==> config.mk <==
export PLATFORM = sky130hd
export DESIGN_NAME = mmw_master
export DESIGN_NICKNAME = d
export VERILOG_FILES = /design/src/hdl/mmw_pkg.sv /design/src/hdl/mmw_payload_ram.sv /design/src/hdl/mmw_master.sv
export SDC_FILE = /design/constraint.sdc
export NUM_CORES = 2
export LEC_CHECK = 0
export BUFFER_PORTS_ARGS = -buffer_cell sky130_fd_sc_hd__clkbuf_2
export CAP_MARGIN = 10
export CORE_ASPECT_RATIO = 1.75
export CORE_MARGIN = 2
export CORE_UTILIZATION = 40
export DETAILED_ROUTE_END_ITERATION = 8
export GPL_TIMING_DRIVEN = 0
export SLEW_MARGIN = 0
export SYNTH_ARGS = -nofsm -noshare
export SYNTH_HDL_FRONTEND = slang
export SYNTH_SLANG_ARGS = --single-unit
==> constraint.sdc <==
create_clock -name pclk -period 9.6 [get_ports pclk]
set_input_delay 0.48 -clock pclk [delete_from_list [all_inputs] [get_ports pclk]]
set_output_delay 0.48 -clock pclk [all_outputs]
set_load 0.02 [all_outputs]
==> src/hdl/mmw_pkg.sv <==
// Package of constants and types for the multiple-write request builder
package mmw_pkg;
   // Clock and timing
   localparam longint CLK_HZ = 100000000;
   localparam longint TIMEOUT_MS = 500;
   localparam longint ACK_WAIT_MS = 100;
   localparam longint TIMEOUT_CYC = TIMEOUT_MS * (CLK_HZ / 1000);
   localparam longint ACK_WAIT_CYC = ACK_WAIT_MS * (CLK_HZ / 1000);
   // Register byte offsets
   localparam logic [11:0] OFF_CTRL = 12'h000;
   localparam logic [11:0] OFF_CFG = 12'h004;
   localparam logic [11:0] OFF_REQ0 = 12'h008;
   localparam logic [11:0] OFF_REQ1 = 12'h00c;
   localparam logic [11:0] OFF_TIMEOUT = 12'h010;
   localparam logic [11:0] OFF_RESULT = 12'h014;
   localparam logic [11:0] OFF_IRQ_STAT = 12'h018;
   localparam logic [11:0] OFF_IRQ_MASK = 12'h01c;
   localparam logic [1:0] PAYLOAD_WIN = 2'h1;
   // Field positions
   localparam int CTRL_START_BIT = 0;
   localparam int CFG_ROLE_BIT = 8;
   localparam int CFG_MODE_BIT = 9;
   localparam int RES_DONE_BIT = 0;
   localparam int RES_ERR_BIT = 1;
   localparam int RES_BUSY_BIT = 2;
   localparam int IRQ_DONE_BIT = 0;
   localparam int IRQ_ERR_BIT = 1;
   // Reset values
   localparam logic [7:0] OWN_STATION_RST = 8'h01;
   localparam logic [1:0] IRQ_MASK_RST = 2'h0;
   // Frame layout
   localparam logic [9:0] HDR_BYTES = 10'h007;
   localparam logic [8:0] MAX_BYTES = 9'h100;
   localparam logic [7:0] FUNCTION_CODE_IN_COILS = 8'h0f;
   localparam logic [7:0] FUNCTION_CODE_IN_REGS = 8'h10;
   // Result codes
   localparam logic [7:0] ST_OK = 8'h00;
   localparam logic [7:0] ST_ILL_FUNCTION_CODE_IN = 8'h01;
   localparam logic [7:0] ST_ACK = 8'h05;
   localparam logic [7:0] ST_BUSY = 8'h06;
   localparam logic [7:0] ST_TIMEOUT = 8'h07;
   localparam logic [7:0] ST_NUMBER = 8'h08;
   localparam logic [7:0] ST_PARAM = 8'h09;
   localparam logic [7:0] ST_STATION = 8'h0a;

   typedef enum logic [2:0] {
      S_IDLE = 3'b000,
      S_CHECK = 3'b001,
      S_FETCH = 3'b010,
      S_LOAD = 3'b011,
      S_SEND = 3'b100,
      S_WAIT = 3'b101,
      S_ACKWAIT = 3'b110
   } mmw_state_t;
endpackage

==> src/hdl/mmw_payload_ram.sv <==
// Payload byte memory: one write port, one registered read port
module mmw_payload_ram #(
   parameter int WIDTH = 8,
   parameter int DEPTH = 256,
   parameter int AW = $clog2(DEPTH)
) (
   // Clock, reset, enable
   input logic pclk,
   input logic presetn,
   input logic pclk_en,
   // Write port
   input logic wr_en,
   input logic [AW-1:0] wr_addr,
   input logic [WIDTH-1:0] wr_data,
   // Read port
   input logic [AW-1:0] rd_addr,
   output logic [WIDTH-1:0] rd_data
);
   logic [WIDTH-1:0] mem [DEPTH];

   always_ff @(posedge pclk) begin
      if (pclk_en && wr_en) begin
         mem[wr_addr] <= wr_data;
      end
   end

   always_ff @(posedge pclk or negedge presetn) begin
      if (!presetn) begin
         rd_data <= '0;
      end else if (pclk_en) begin
         rd_data <= mem[rd_addr];
      end
   end
endmodule

==> src/hdl/mmw_master.sv <==
// Multiple-write request builder (coils and holding registers) with APB registers
// Summary of operation
// - Function sixteen writes consecutive words from start
// - Words in order, higher-index byte first
// - Coil bits beyond quantity are ignored
// - Start offset is zero-based, no table digit
// - Quantity high and low bytes sent as count
// - Exceptions one to four reported as codes
// - Acknowledge records five, waits, no re-request
// - Busy records six and re-sends request
// - No response within limit ends with seven
// - Size zero, over 256 or array: eight
// - Quantity and byte count mismatch: eight
// - Unsuitable port configuration gives nine
// - Target equal to own station gives ten
// - Coils packed from bit zero, zero fill
// - Done or error held until next start
module mmw_master #(
   parameter int DEPTH = 256,
   parameter logic [31:0] TIMEOUT_RST = 32'(mmw_pkg::TIMEOUT_CYC),
   parameter logic [31:0] ACK_WAIT = 32'(mmw_pkg::ACK_WAIT_CYC)
) (
   // Clock, reset, enable
   input logic pclk,
   input logic presetn,
   input logic pclk_en,
   // APB slave
   input logic psel,
   input logic penable,
   input logic pwrite,
   input logic [11:0] paddr,
   input logic [31:0] pwdata,
   output logic [31:0] prdata,
   output logic pready,
   output logic pslverr,
   // Request byte stream towards the serial layer
   output logic tx_valid,
   output logic [7:0] tx_data,
   output logic tx_last,
   input logic tx_ready,
   // Response from the serial layer
   input logic rsp_valid,
   input logic rsp_exception,
   input logic [7:0] rsp_code,
   // Result
   output logic done_flag,
   output logic err_flag,
   output logic [7:0] status_code,
   output logic irq
);
   localparam int AW = $clog2(DEPTH);

   typedef struct packed {
      mmw_pkg::mmw_state_t st;
      logic [7:0] own_station;
      logic master_role;
      logic mode_ok;
      logic [7:0] target_station_number;
      logic [7:0] function_code_in;
      logic [7:0] start_offset_high;
      logic [7:0] start_offset_low;
      logic [7:0] item_count_high;
      logic [7:0] item_count_low;
      logic [8:0] payload_byte_count;
      logic [31:0] timeout;
      logic done;
      logic err;
      logic [7:0] status;
      logic [1:0] irq_stat;
      logic [1:0] irq_mask;
      logic [9:0] pos;
      logic [31:0] timer;
      logic [7:0] tx_data;
      logic [31:0] prdata;
   } mmw_regs_t;

   mmw_regs_t r;
   mmw_regs_t next_r;

   logic apb_wr;
   logic apb_rd_setup;
   logic in_payload;
   logic unmapped;
   logic busy;
   logic is_coil;
   logic is_reg;
   logic [15:0] qty;
   logic [9:0] pay_idx;
   logic last_byte;
   logic size_bad;
   logic match_bad;
   logic [AW-1:0] rd_addr;
   logic [7:0] rd_data;
   logic [7:0] coil_mask;
   logic done_set;
   logic err_set;
   logic [31:0] rd_val;

   assign apb_wr = psel && penable && pwrite;
   assign apb_rd_setup = psel && !penable && !pwrite;
   assign in_payload = paddr[11:10] == mmw_pkg::PAYLOAD_WIN;
   assign busy = r.st != mmw_pkg::S_IDLE;
   assign is_coil = r.function_code_in == mmw_pkg::FUNCTION_CODE_IN_COILS;
   assign is_reg = r.function_code_in == mmw_pkg::FUNCTION_CODE_IN_REGS;
   assign qty = {r.item_count_high, r.item_count_low};
   assign pay_idx = r.pos - mmw_pkg::HDR_BYTES;
   assign last_byte = r.pos == (mmw_pkg::HDR_BYTES - 10'h001 + {1'b0, r.payload_byte_count});
   // Words go out high-index byte first, so the byte index is flipped in its pair
   assign rd_addr = is_reg ? AW'(pay_idx ^ 10'h001) : AW'(pay_idx);
   assign size_bad = (r.payload_byte_count == 9'h000)
      || (r.payload_byte_count > mmw_pkg::MAX_BYTES)
      || (32'(r.payload_byte_count) > 32'(DEPTH));
   assign match_bad = is_coil
      ? ({8'h00, r.payload_byte_count} != ((17'(qty) + 17'h00007) >> 3))
      : ({8'h00, r.payload_byte_count} != {qty, 1'b0});
   // Quantity is bound to the byte count, so the final coil byte keeps qty mod 8 bits, or all 8 when that is zero
   assign coil_mask = (qty[2:0] == 3'h0) ? 8'hff : 8'((8'h01 << qty[2:0]) - 8'h01);

   always_comb begin
      unmapped = 1'b0;
      rd_val = 32'h0000_0000;
      if (in_payload) begin
         // Payload is write-only; reads return zero
         rd_val = 32'h0000_0000;
      end else begin
         unique case (paddr)
            mmw_pkg::OFF_CTRL: rd_val = 32'h0000_0000;
            mmw_pkg::OFF_CFG: rd_val = {22'h0, r.mode_ok, r.master_role, r.own_station};
            mmw_pkg::OFF_REQ0: rd_val = {r.start_offset_low, r.start_offset_high,
                                          r.function_code_in, r.target_station_number};
            mmw_pkg::OFF_REQ1: rd_val = {7'h00, r.payload_byte_count,
                                          r.item_count_low, r.item_count_high};
            mmw_pkg::OFF_TIMEOUT: rd_val = r.timeout;
            mmw_pkg::OFF_RESULT: rd_val = {16'h0000, r.status, 5'h00, busy, r.err, r.done};
            mmw_pkg::OFF_IRQ_STAT: rd_val = {30'h0, r.irq_stat};
            mmw_pkg::OFF_IRQ_MASK: rd_val = {30'h0, r.irq_mask};
            default: unmapped = 1'b1;
         endcase
      end
   end

   always_comb begin
      next_r = r;
      done_set = 1'b0;
      err_set = 1'b0;
      if (apb_rd_setup) begin
         next_r.prdata = rd_val;
      end
      // Request registers are locked while a transaction runs
      if (apb_wr && !busy && !in_payload) begin
         unique case (paddr)
            mmw_pkg::OFF_CFG: begin
               next_r.own_station = pwdata[7:0];
               next_r.master_role = pwdata[mmw_pkg::CFG_ROLE_BIT];
               next_r.mode_ok = pwdata[mmw_pkg::CFG_MODE_BIT];
            end
            mmw_pkg::OFF_REQ0: begin
               next_r.target_station_number = pwdata[7:0];
               next_r.function_code_in = pwdata[15:8];
               next_r.start_offset_high = pwdata[23:16];
               next_r.start_offset_low = pwdata[31:24];
            end
            mmw_pkg::OFF_REQ1: begin
               next_r.item_count_high = pwdata[7:0];
               next_r.item_count_low = pwdata[15:8];
               next_r.payload_byte_count = pwdata[24:16];
            end
            mmw_pkg::OFF_TIMEOUT: next_r.timeout = pwdata;
            mmw_pkg::OFF_CTRL: begin
               if (pwdata[mmw_pkg::CTRL_START_BIT]) begin
                  next_r.done = 1'b0;
                  next_r.err = 1'b0;
                  next_r.status = mmw_pkg::ST_OK;
                  next_r.st = mmw_pkg::S_CHECK;
               end
            end
            default: ;
         endcase
      end
      if (apb_wr && paddr == mmw_pkg::OFF_IRQ_MASK) begin
         next_r.irq_mask = pwdata[1:0];
      end
      if (apb_wr && paddr == mmw_pkg::OFF_IRQ_STAT) begin
         next_r.irq_stat = r.irq_stat & ~pwdata[1:0];
      end

      unique case (r.st)
         mmw_pkg::S_IDLE: ;
         mmw_pkg::S_CHECK: begin
            next_r.pos = 10'h000;
            next_r.st = mmw_pkg::S_IDLE;
            err_set = 1'b1;
            if (!(r.master_role && r.mode_ok)) begin
               next_r.status = mmw_pkg::ST_PARAM;
            end else if (r.target_station_number == r.own_station) begin
               next_r.status = mmw_pkg::ST_STATION;
            end else if (!is_coil && !is_reg) begin
               next_r.status = mmw_pkg::ST_ILL_FUNCTION_CODE_IN;
            end else if (size_bad || match_bad) begin
               next_r.status = mmw_pkg::ST_NUMBER;
            end else begin
               err_set = 1'b0;
               next_r.st = mmw_pkg::S_FETCH;
            end
         end
         mmw_pkg::S_FETCH: next_r.st = mmw_pkg::S_LOAD;
         mmw_pkg::S_LOAD: begin
            unique case (r.pos)
               10'h000: next_r.tx_data = r.target_station_number;
               10'h001: next_r.tx_data = r.function_code_in;
               10'h002: next_r.tx_data = r.start_offset_high;
               10'h003: next_r.tx_data = r.start_offset_low;
               10'h004: next_r.tx_data = r.item_count_high;
               10'h005: next_r.tx_data = r.item_count_low;
               10'h006: next_r.tx_data = r.payload_byte_count[7:0];
               default: begin
                  if (is_coil && last_byte) begin
                     next_r.tx_data = rd_data & coil_mask;
                  end else begin
                     next_r.tx_data = rd_data;
                  end
               end
            endcase
            next_r.st = mmw_pkg::S_SEND;
         end
         mmw_pkg::S_SEND: begin
            if (tx_ready) begin
               next_r.pos = r.pos + 10'h001;
               next_r.timer = 32'h0000_0000;
               next_r.st = last_byte ? mmw_pkg::S_WAIT : mmw_pkg::S_FETCH;
            end
         end
         mmw_pkg::S_WAIT: begin
            next_r.timer = r.timer + 32'h0000_0001;
            if (rsp_valid) begin
               next_r.timer = 32'h0000_0000;
               if (!rsp_exception) begin
                  next_r.st = mmw_pkg::S_IDLE;
                  next_r.done = 1'b1;
                  done_set = 1'b1;
               end else if (rsp_code == mmw_pkg::ST_ACK) begin
                  next_r.status = mmw_pkg::ST_ACK;
                  next_r.st = mmw_pkg::S_ACKWAIT;
               end else if (rsp_code == mmw_pkg::ST_BUSY) begin
                  next_r.status = mmw_pkg::ST_BUSY;
                  next_r.pos = 10'h000;
                  next_r.st = mmw_pkg::S_FETCH;
               end else begin
                  next_r.status = rsp_code;
                  next_r.st = mmw_pkg::S_IDLE;
                  err_set = 1'b1;
               end
            end else if (r.timer >= r.timeout) begin
               next_r.status = mmw_pkg::ST_TIMEOUT;
               next_r.st = mmw_pkg::S_IDLE;
               err_set = 1'b1;
            end
         end
         mmw_pkg::S_ACKWAIT: begin
            // The slave is still working on the request; stay quiet, then give up
            next_r.timer = r.timer + 32'h0000_0001;
            if (r.timer >= ACK_WAIT) begin
               next_r.st = mmw_pkg::S_IDLE;
               err_set = 1'b1;
            end
         end
         default: next_r.st = mmw_pkg::S_IDLE;
      endcase
      if (err_set) begin
         next_r.err = 1'b1;
      end
      // Hardware set wins over a software clear in the same cycle
      next_r.irq_stat[mmw_pkg::IRQ_DONE_BIT] = next_r.irq_stat[mmw_pkg::IRQ_DONE_BIT] | done_set;
      next_r.irq_stat[mmw_pkg::IRQ_ERR_BIT] = next_r.irq_stat[mmw_pkg::IRQ_ERR_BIT] | err_set;
   end

   always_ff @(posedge pclk or negedge presetn) begin
      if (!presetn) begin
         r <= '{st: mmw_pkg::S_IDLE, own_station: mmw_pkg::OWN_STATION_RST,
                timeout: TIMEOUT_RST, irq_mask: mmw_pkg::IRQ_MASK_RST, default: '0};
      end else if (pclk_en) begin
         r <= next_r;
      end
   end

   mmw_payload_ram #(
      .WIDTH(8),
      .DEPTH(DEPTH),
      .AW(AW)
   ) u_ram (
      .pclk(pclk),
      .presetn(presetn),
      .pclk_en(pclk_en),
      .wr_en(apb_wr && in_payload && !busy),
      .wr_addr(paddr[AW+1:2]),
      .wr_data(pwdata[7:0]),
      .rd_addr(rd_addr),
      .rd_data(rd_data)
   );

   assign pready = 1'b1;
   assign pslverr = psel && penable && unmapped;
   assign prdata = r.prdata;
   assign tx_valid = r.st == mmw_pkg::S_SEND;
   assign tx_data = r.tx_data;
   assign tx_last = tx_valid && last_byte;
   assign done_flag = r.done;
   assign err_flag = r.err;
   assign status_code = r.status;
   assign irq = |(r.irq_stat & r.irq_mask);

   logic chk_ok;
   assign chk_ok = r.st == mmw_pkg::S_CHECK && r.master_role && r.mode_ok;
endmodule

---- After elaboration in Yosys (flattened, before gate mapping) ----
Memories as Yosys holds them, arrays and structs flattened. A register that Yosys moved wholly into a read port is not among the register bits.
Index checks and enable logic that the tools add are counted.
word-level totals
  flip-flop bits (word level) ............. 198
  memory bits (writable) .................. 2048
  input port bits ......................... 61
  output and inout port bits .............. 55
  word-level logic and storage cells ...... 191
  memories ................................ 1
operators by class
  add/subtract/negate cells ............... 6
  order comparisons ....................... 4
  equality and inequality tests ........... 33
  shifts and indexed selects .............. 1
  muxes and demuxes ....................... 69
  bitwise gates (word level) .............. 7
  reduce and logical (&&, ||, !) cells .... 49
memories
  name       depth  bits a word  rd ports  clocked after memory_dff  write ports  RTL line               text
  u_ram.mem  256    8            1         1                         1            mmw_payload_ram.sv:19  logic [WIDTH-1:0] mem [DEPTH];
operator list
  operator                                                                 count
  32-bit one-hot mux with 7 select lines                                   1
  112-bit two-way mux                                                      1
  32-bit two-way mux                                                       3
  32-bit one-hot mux with 3 select lines                                   1
  8-bit two-way mux                                                        11
  42-bit two-way mux                                                       2
  10-bit two-way mux                                                       6
  8-bit one-hot mux with 7 select lines                                    1
  12-bit by 5-bit == test with 1-bit output, second input constant         4
  32-bit by 1-bit adder with 32-bit output, second input constant          1
  32-bit by 24-bit >= comparator with 1-bit output, second input constant  1
  32-bit >= comparator                                                     1
  10-bit by 3-bit == test with 1-bit output, second input constant         3
  10-bit one-hot mux with 3 select lines                                   1
  3-bit two-way mux                                                        9
  25-bit two-way mux                                                       1
  12-bit by 4-bit == test with 1-bit output, second input constant         2
  1-bit two-way mux                                                        23
  3-bit one-hot mux with 7 select lines                                    1
  10-bit by 2-bit == test with 1-bit output, second input constant         2
  9-bit greater-than comparator, second input constant                     2
  16-bit by 3-bit adder with 17-bit output, second input constant          1
  9-bit by 17-bit != test with 1-bit output                                1
  8-bit by 3-bit == test with 1-bit output, second input constant          2
  other kinds (41)                                                         88

---- Longest topological paths before layout ----
  depth after elaboration ................. 11
  depth in mapped cells ................... 15
  gate-level depth less buffers ........... 11

---- Hierarchy ----
From an unflattened synthesis, not the netlist that was laid out.
unflattened totals
  cell total of the unflattened synthesis .. 5302
  area, all modules ....................... 92516.2 um2
by module, submodules not included
  module           times used  cells an instance  area an instance (um2)  sequential area each (um2)
  mmw_payload_ram  1           4044               80684.9                 61699.2
  mmw_master       1           1258               11831.3                 4971.0

---- Worst setup path before layout ----
OpenSTA, ideal clock, no wires.
  path kind ............................... register to register
  from .................................... register r[72] (netlist bit)
  to ...................................... register u_ram.rd_data[2] (read register of u_ram.mem)
  setup time .............................. 0.087 ns
  arrival time ............................ 3.080 ns
  data required time ...................... 9.513 ns
  slack ................................... 6.433 ns
  stages on the path, launching flop included .. 14
  path buffers ............................ 3
  clock period less this slack ............ 3.167 ns
  cells stage by stage .................... dfrtp_1 -> ha_1 -> buf_2 -> and2_1 -> a21boi_1 -> o211ai_1 -> clkbuf_1 -> clkbuf_1 -> a211oi_1 -> a2111oi_0 -> nand4_1 -> a31oi_1 -> nand4b_1 -> o211ai_1
on the way
  cells in the longest elaborated chain, start to end .. 3
ends and longest elaborated chain
  element                                        RTL line               text
  start: declaration                             mmw_master.sv:77       mmw_regs_t r;
  start signal: assignment                       mmw_master.sv:279      r <= '{st: mmw_pkg::S_IDLE, own_station: mmw_pkg::OWN_STATION_RST,
  start signal: assignment                       mmw_master.sv:282      r <= next_r;
  8-bit by 3-bit subtractor with 8-bit output *  mmw_master.sv:106      assign pay_idx = r.pos - mmw_pkg::HDR_BYTES;
  1-bit inverter (no line)                       --
  1-bit two-way mux                              mmw_master.sv:109      assign rd_addr = is_reg ? AW'(pay_idx ^ 10'h001) : AW'(pay_idx);
  end: declaration                               mmw_payload_ram.sv:17  output logic [WIDTH-1:0] rd_data
Mark *: on every way between the ends. The rest lies on a longest branch, timed or not.
A chain may end at the register's enable or synchronous reset.

---- Worst setup path in the final report ----
  from .................................... register r[174] (netlist bit)
  to ...................................... register u_ram.rd_data[4] (read register of u_ram.mem)
on the way
  cells in the longest elaborated chain, start to end .. 2
ends and longest elaborated chain
  element                                   RTL line           text
  8-bit by 5-bit == test with 1-bit output  mmw_master.sv:104  assign is_reg = r.function_code_in == mmw_pkg::FUNCTION_CODE_IN_REGS;
  1-bit two-way mux                         mmw_master.sv:109
No other way between the ends.

==> run metrics <==
Final period util=81.7%; status=finished, violations left; post-layout util=46.8%; Tot GR Track Use=41.8%; Clock transition at path regs=0.07 ns; CP required=10.45 ns; RSZ-0062 raised after global routing=no; Area Overhead vs Synth=16.6%; most common cell after layout, fill and taps aside=edfxtp_1; number of DRC markers in iteration 0=11000; CTS root buffer=clkbuf_16; Finish-stage setup viols=0; setup slack, reg-to-reg=1.75 ns; overall power=0.0198 W; Num Clock Sinks=2254; CTS Buf Count=213; Cells after DPL=9642; Critical Path End Type=flip-flop; IO Port Bufs=112; compound-cell area share of the yosys netlist=8.58%; Via density=6.65; total of max-cap violations=1; Die ar.=234000 um^2; Final GP Congestion=1.05; Detail Route Antenna Nets=0; switching share of power=21.4%; HP Class=in -> reg; failing checks=design-rule violations, max-capacitance violations; commonest non-fill, non-tap cells in the layout=edfxtp_1, nand2_1, mux2i_1, nor2_1, a32oi_1; DR DRC count=6; core area=229000 um^2; Slew HR=0.231%; initial antenna violation count=53; post-CTS sizing=0; vias in the first global route=63300; critical path launch point type=flip-flop; Synth Warn #=0; Final Hold Fails=0; routing usage on met3=11.4%; Min Hold Slack=0.0178 ns; switching pwr=0.00423 W; Crit Path Category=reg -> reg; post-synthesis instance area=92000 um^2; Detailed Place HPWL=357000 um; clock latency on the worst-skew pair=0.96 ns; pin count of the biggest net entering global routing=142; busiest grt layer=met2; post-synthesis simple-gate area fraction=8.98%; Synth Flop Type=edfxtp_1; distinct cell type count of the synthesized netlist=92; met2 global-route usage=66.1%; fin cells=10100; Setup Fix Bufs, Post-CTS=0; CTS H-tree depth=4; grt ovf=0; via count=67400; drt pass-1 iters=9; Setup TNS=0 ns; CP max FO=10; CTS tree=done; P_leak=35.3 nW; Fill cells=20200; post-synthesis mux area share=6.24%; Slew Limit Fails=0; share of cells above drive strength 1=16.3%; routed length per instance=49.1 um; fmax=127 MHz; Total Wirelength=497000 um; slew at the pin closest to its max-slew limit=1.49 ns; Post-Synth XOR/XNOR Area=0.581%; asr flop ratio synth=9.14%; sequential power share=54.1%; Post-synth EDFFs=2048; die height=639 um; cell area power density=184 nW/um^2; Cells after Synth=6287; register area share after synthesis=72.4%; clock share of power=44.3%; num ports=116; number of synthesized register bits=2254; Pint=0.0155 W; Initial Util=40.1%; Worst Clk Skew=0.0641 ns; Avg Inst Size Synth=14.6 um^2; first-pass GRT wire length=631000 um; CTS Buffer Depth=4; Syn Nets=6387; largest family of logic cells by synthesized area=simple AND/OR/NAND/NOR gates; Die W=367 um; Logic pwr share=1.6%; worst path arrival time=8.69 ns; Peak VDD IR=0.147 mV; Post-Synth Adder-Cell Area=0.530%; FP Rows=233; minimum clock period=7.85 ns; met1 usage=42.3%; fin nets=6956
==> cell usage after synthesis, drive strengths merged (7+ instances only) <==
master | instances | area (um^2)
edfxtp | 2048 | 61500
nand2 | 865 | 3250
mux2i | 404 | 4040
nor2 | 371 | 1400
a32oi | 286 | 2500
clkbuf | 263 | 987
buf | 207 | 1220
dfrtp | 193 | 4830
and3 | 188 | 1180
a21oi | 147 | 736
a211oi | 141 | 1060
nand4 | 127 | 801
mux2 | 113 | 1270
a22oi | 109 | 818
o21ai | 97 | 485
nand3 | 89 | 445
a2111oi | 74 | 648
inv | 57 | 214
nor3 | 43 | 220
ha | 39 | 488
xnor2 | 34 | 298
xor2 | 27 | 236
a21o | 24 | 180
nor4 | 22 | 156
a31oi | 20 | 125
mux4 | 19 | 428
o211ai | 19 | 143
nor2b | 17 | 106
o22ai | 17 | 106
or3 | 17 | 106
o31ai | 15 | 126
and4 | 14 | 123
a221oi | 13 | 114
dfstp | 13 | 342
nand2b | 13 | 81.3
a222oi | 10 | 100
and2 | 10 | 62.6
or2 | 8 | 50.1
a2111o | 7 | 78.8
o2111ai | 7 | 61.3
==> final cells by class <==
| type | instances | area, um^2 | share of cell area, % |
|---|---|---|---|
| flip-flops and latches | 2254 | 66700 | 62.2 |
| multi-input cells | 3505 | 23200 | 21.6 |
| clock buffers | 276 | 5750 | 5.36 |
| repair buffers | 354 | 4050 | 3.78 |
| well taps | 3055 | 3820 | 3.56 |
| plain buffers | 470 | 2310 | 2.15 |
| clock inverters | 107 | 1110 | 1.04 |
| inverters | 58 | 218 | 0.203 |
| diodes | 52 | 130 | 0.121 |
==> final timing paths <==
check | startpoint | end | cells after the start
setup / recovery | r[174] | u_ram.rd_data[4] | 13
hold / removal | rsp_exception | status_code[0] | 4
setup reg to reg | r[174] | u_ram.rd_data[4] | 13
hold reg to reg | prdata[1] | prdata[1] | 1
max in group asynchronous | presetn | qty[10] | 3
min in group asynchronous | presetn | r[126] | 3
==> critical path: stages (launching register included) <==
cell and delay, ns:
dfrtp_1 0.44, nor3_2 0.73, a31oi_2 0.61, buf_2 0.46, nor2_2 0.63, buf_2 0.55
buf_2 0.73, clkbuf_1 1.07, a21oi_1 0.22, a22oi_1 0.23, nand4_1 0.16, nor3_1 1.05
o21ai_0 0.55, o211ai_1 0.29
==> power by group through the flow <==
stage | clock network, W | logic [W] | registers (W)
final | 0.00875 | 0.000318 | 0.0107
after global routing | 0.00902 | 0.000323 | 0.0107
after CTS | 0.00870 | 0.000307 | 0.0107
after detailed placement | 0 | 0.000294 | 0.0109
after global placement | 0 | 0.000253 | 0.0110
after floorplan | 0 | 0.0000280 | 0.0109
==> kinds of logic (layout without fill, tap and decap cells) <==
logic type | Yosys count | count (layout)
DFF | 2254 | 2254
adders and majority gates | 39 | 39
xor gates and xnor gates | 61 | 61
muxes | 536 | 536
AOI/OAI and AO/OA | 1053 | 1053
other | 1 | 53
and+or+nand+nor | 1815 | 1815
buffers and inverters | 528 | 1265
==> per-stage QoR <==
step	cell area (um^2)	worst slack, ns
finish	107000	1.75
global route	107000	2.08
floorplan	92000	6.43
CTS	107000	2.55
global placement	96400	0.223
detailed placement	99700	2.58
==> registers in the layout, indices dropped and copies added, names as in the netlist <==
register       cells
err_flag           1
u_ram.mem       2048
r                132
u_ram.rd_data      8
done_flag          1
tx_data            8
status_code        8
qty               16
prdata            32
==> per-layer routing <==
layer | routed length [um] | vias to the layer above
li1 | - | 25600
met1 | 149000 | 34100
met2 | 228000 | 5611
met3 | 50500 | 2087
met4 | 70000 | 18
met5 | 129 | -
==> timing repair <==
item	in CTS	in global routing
hold buffers	37	0
setup endpoints to repair	0	0
endpoints found under the hold margin	281	0
No activity file was read; power rests on OpenSTA's default activity.
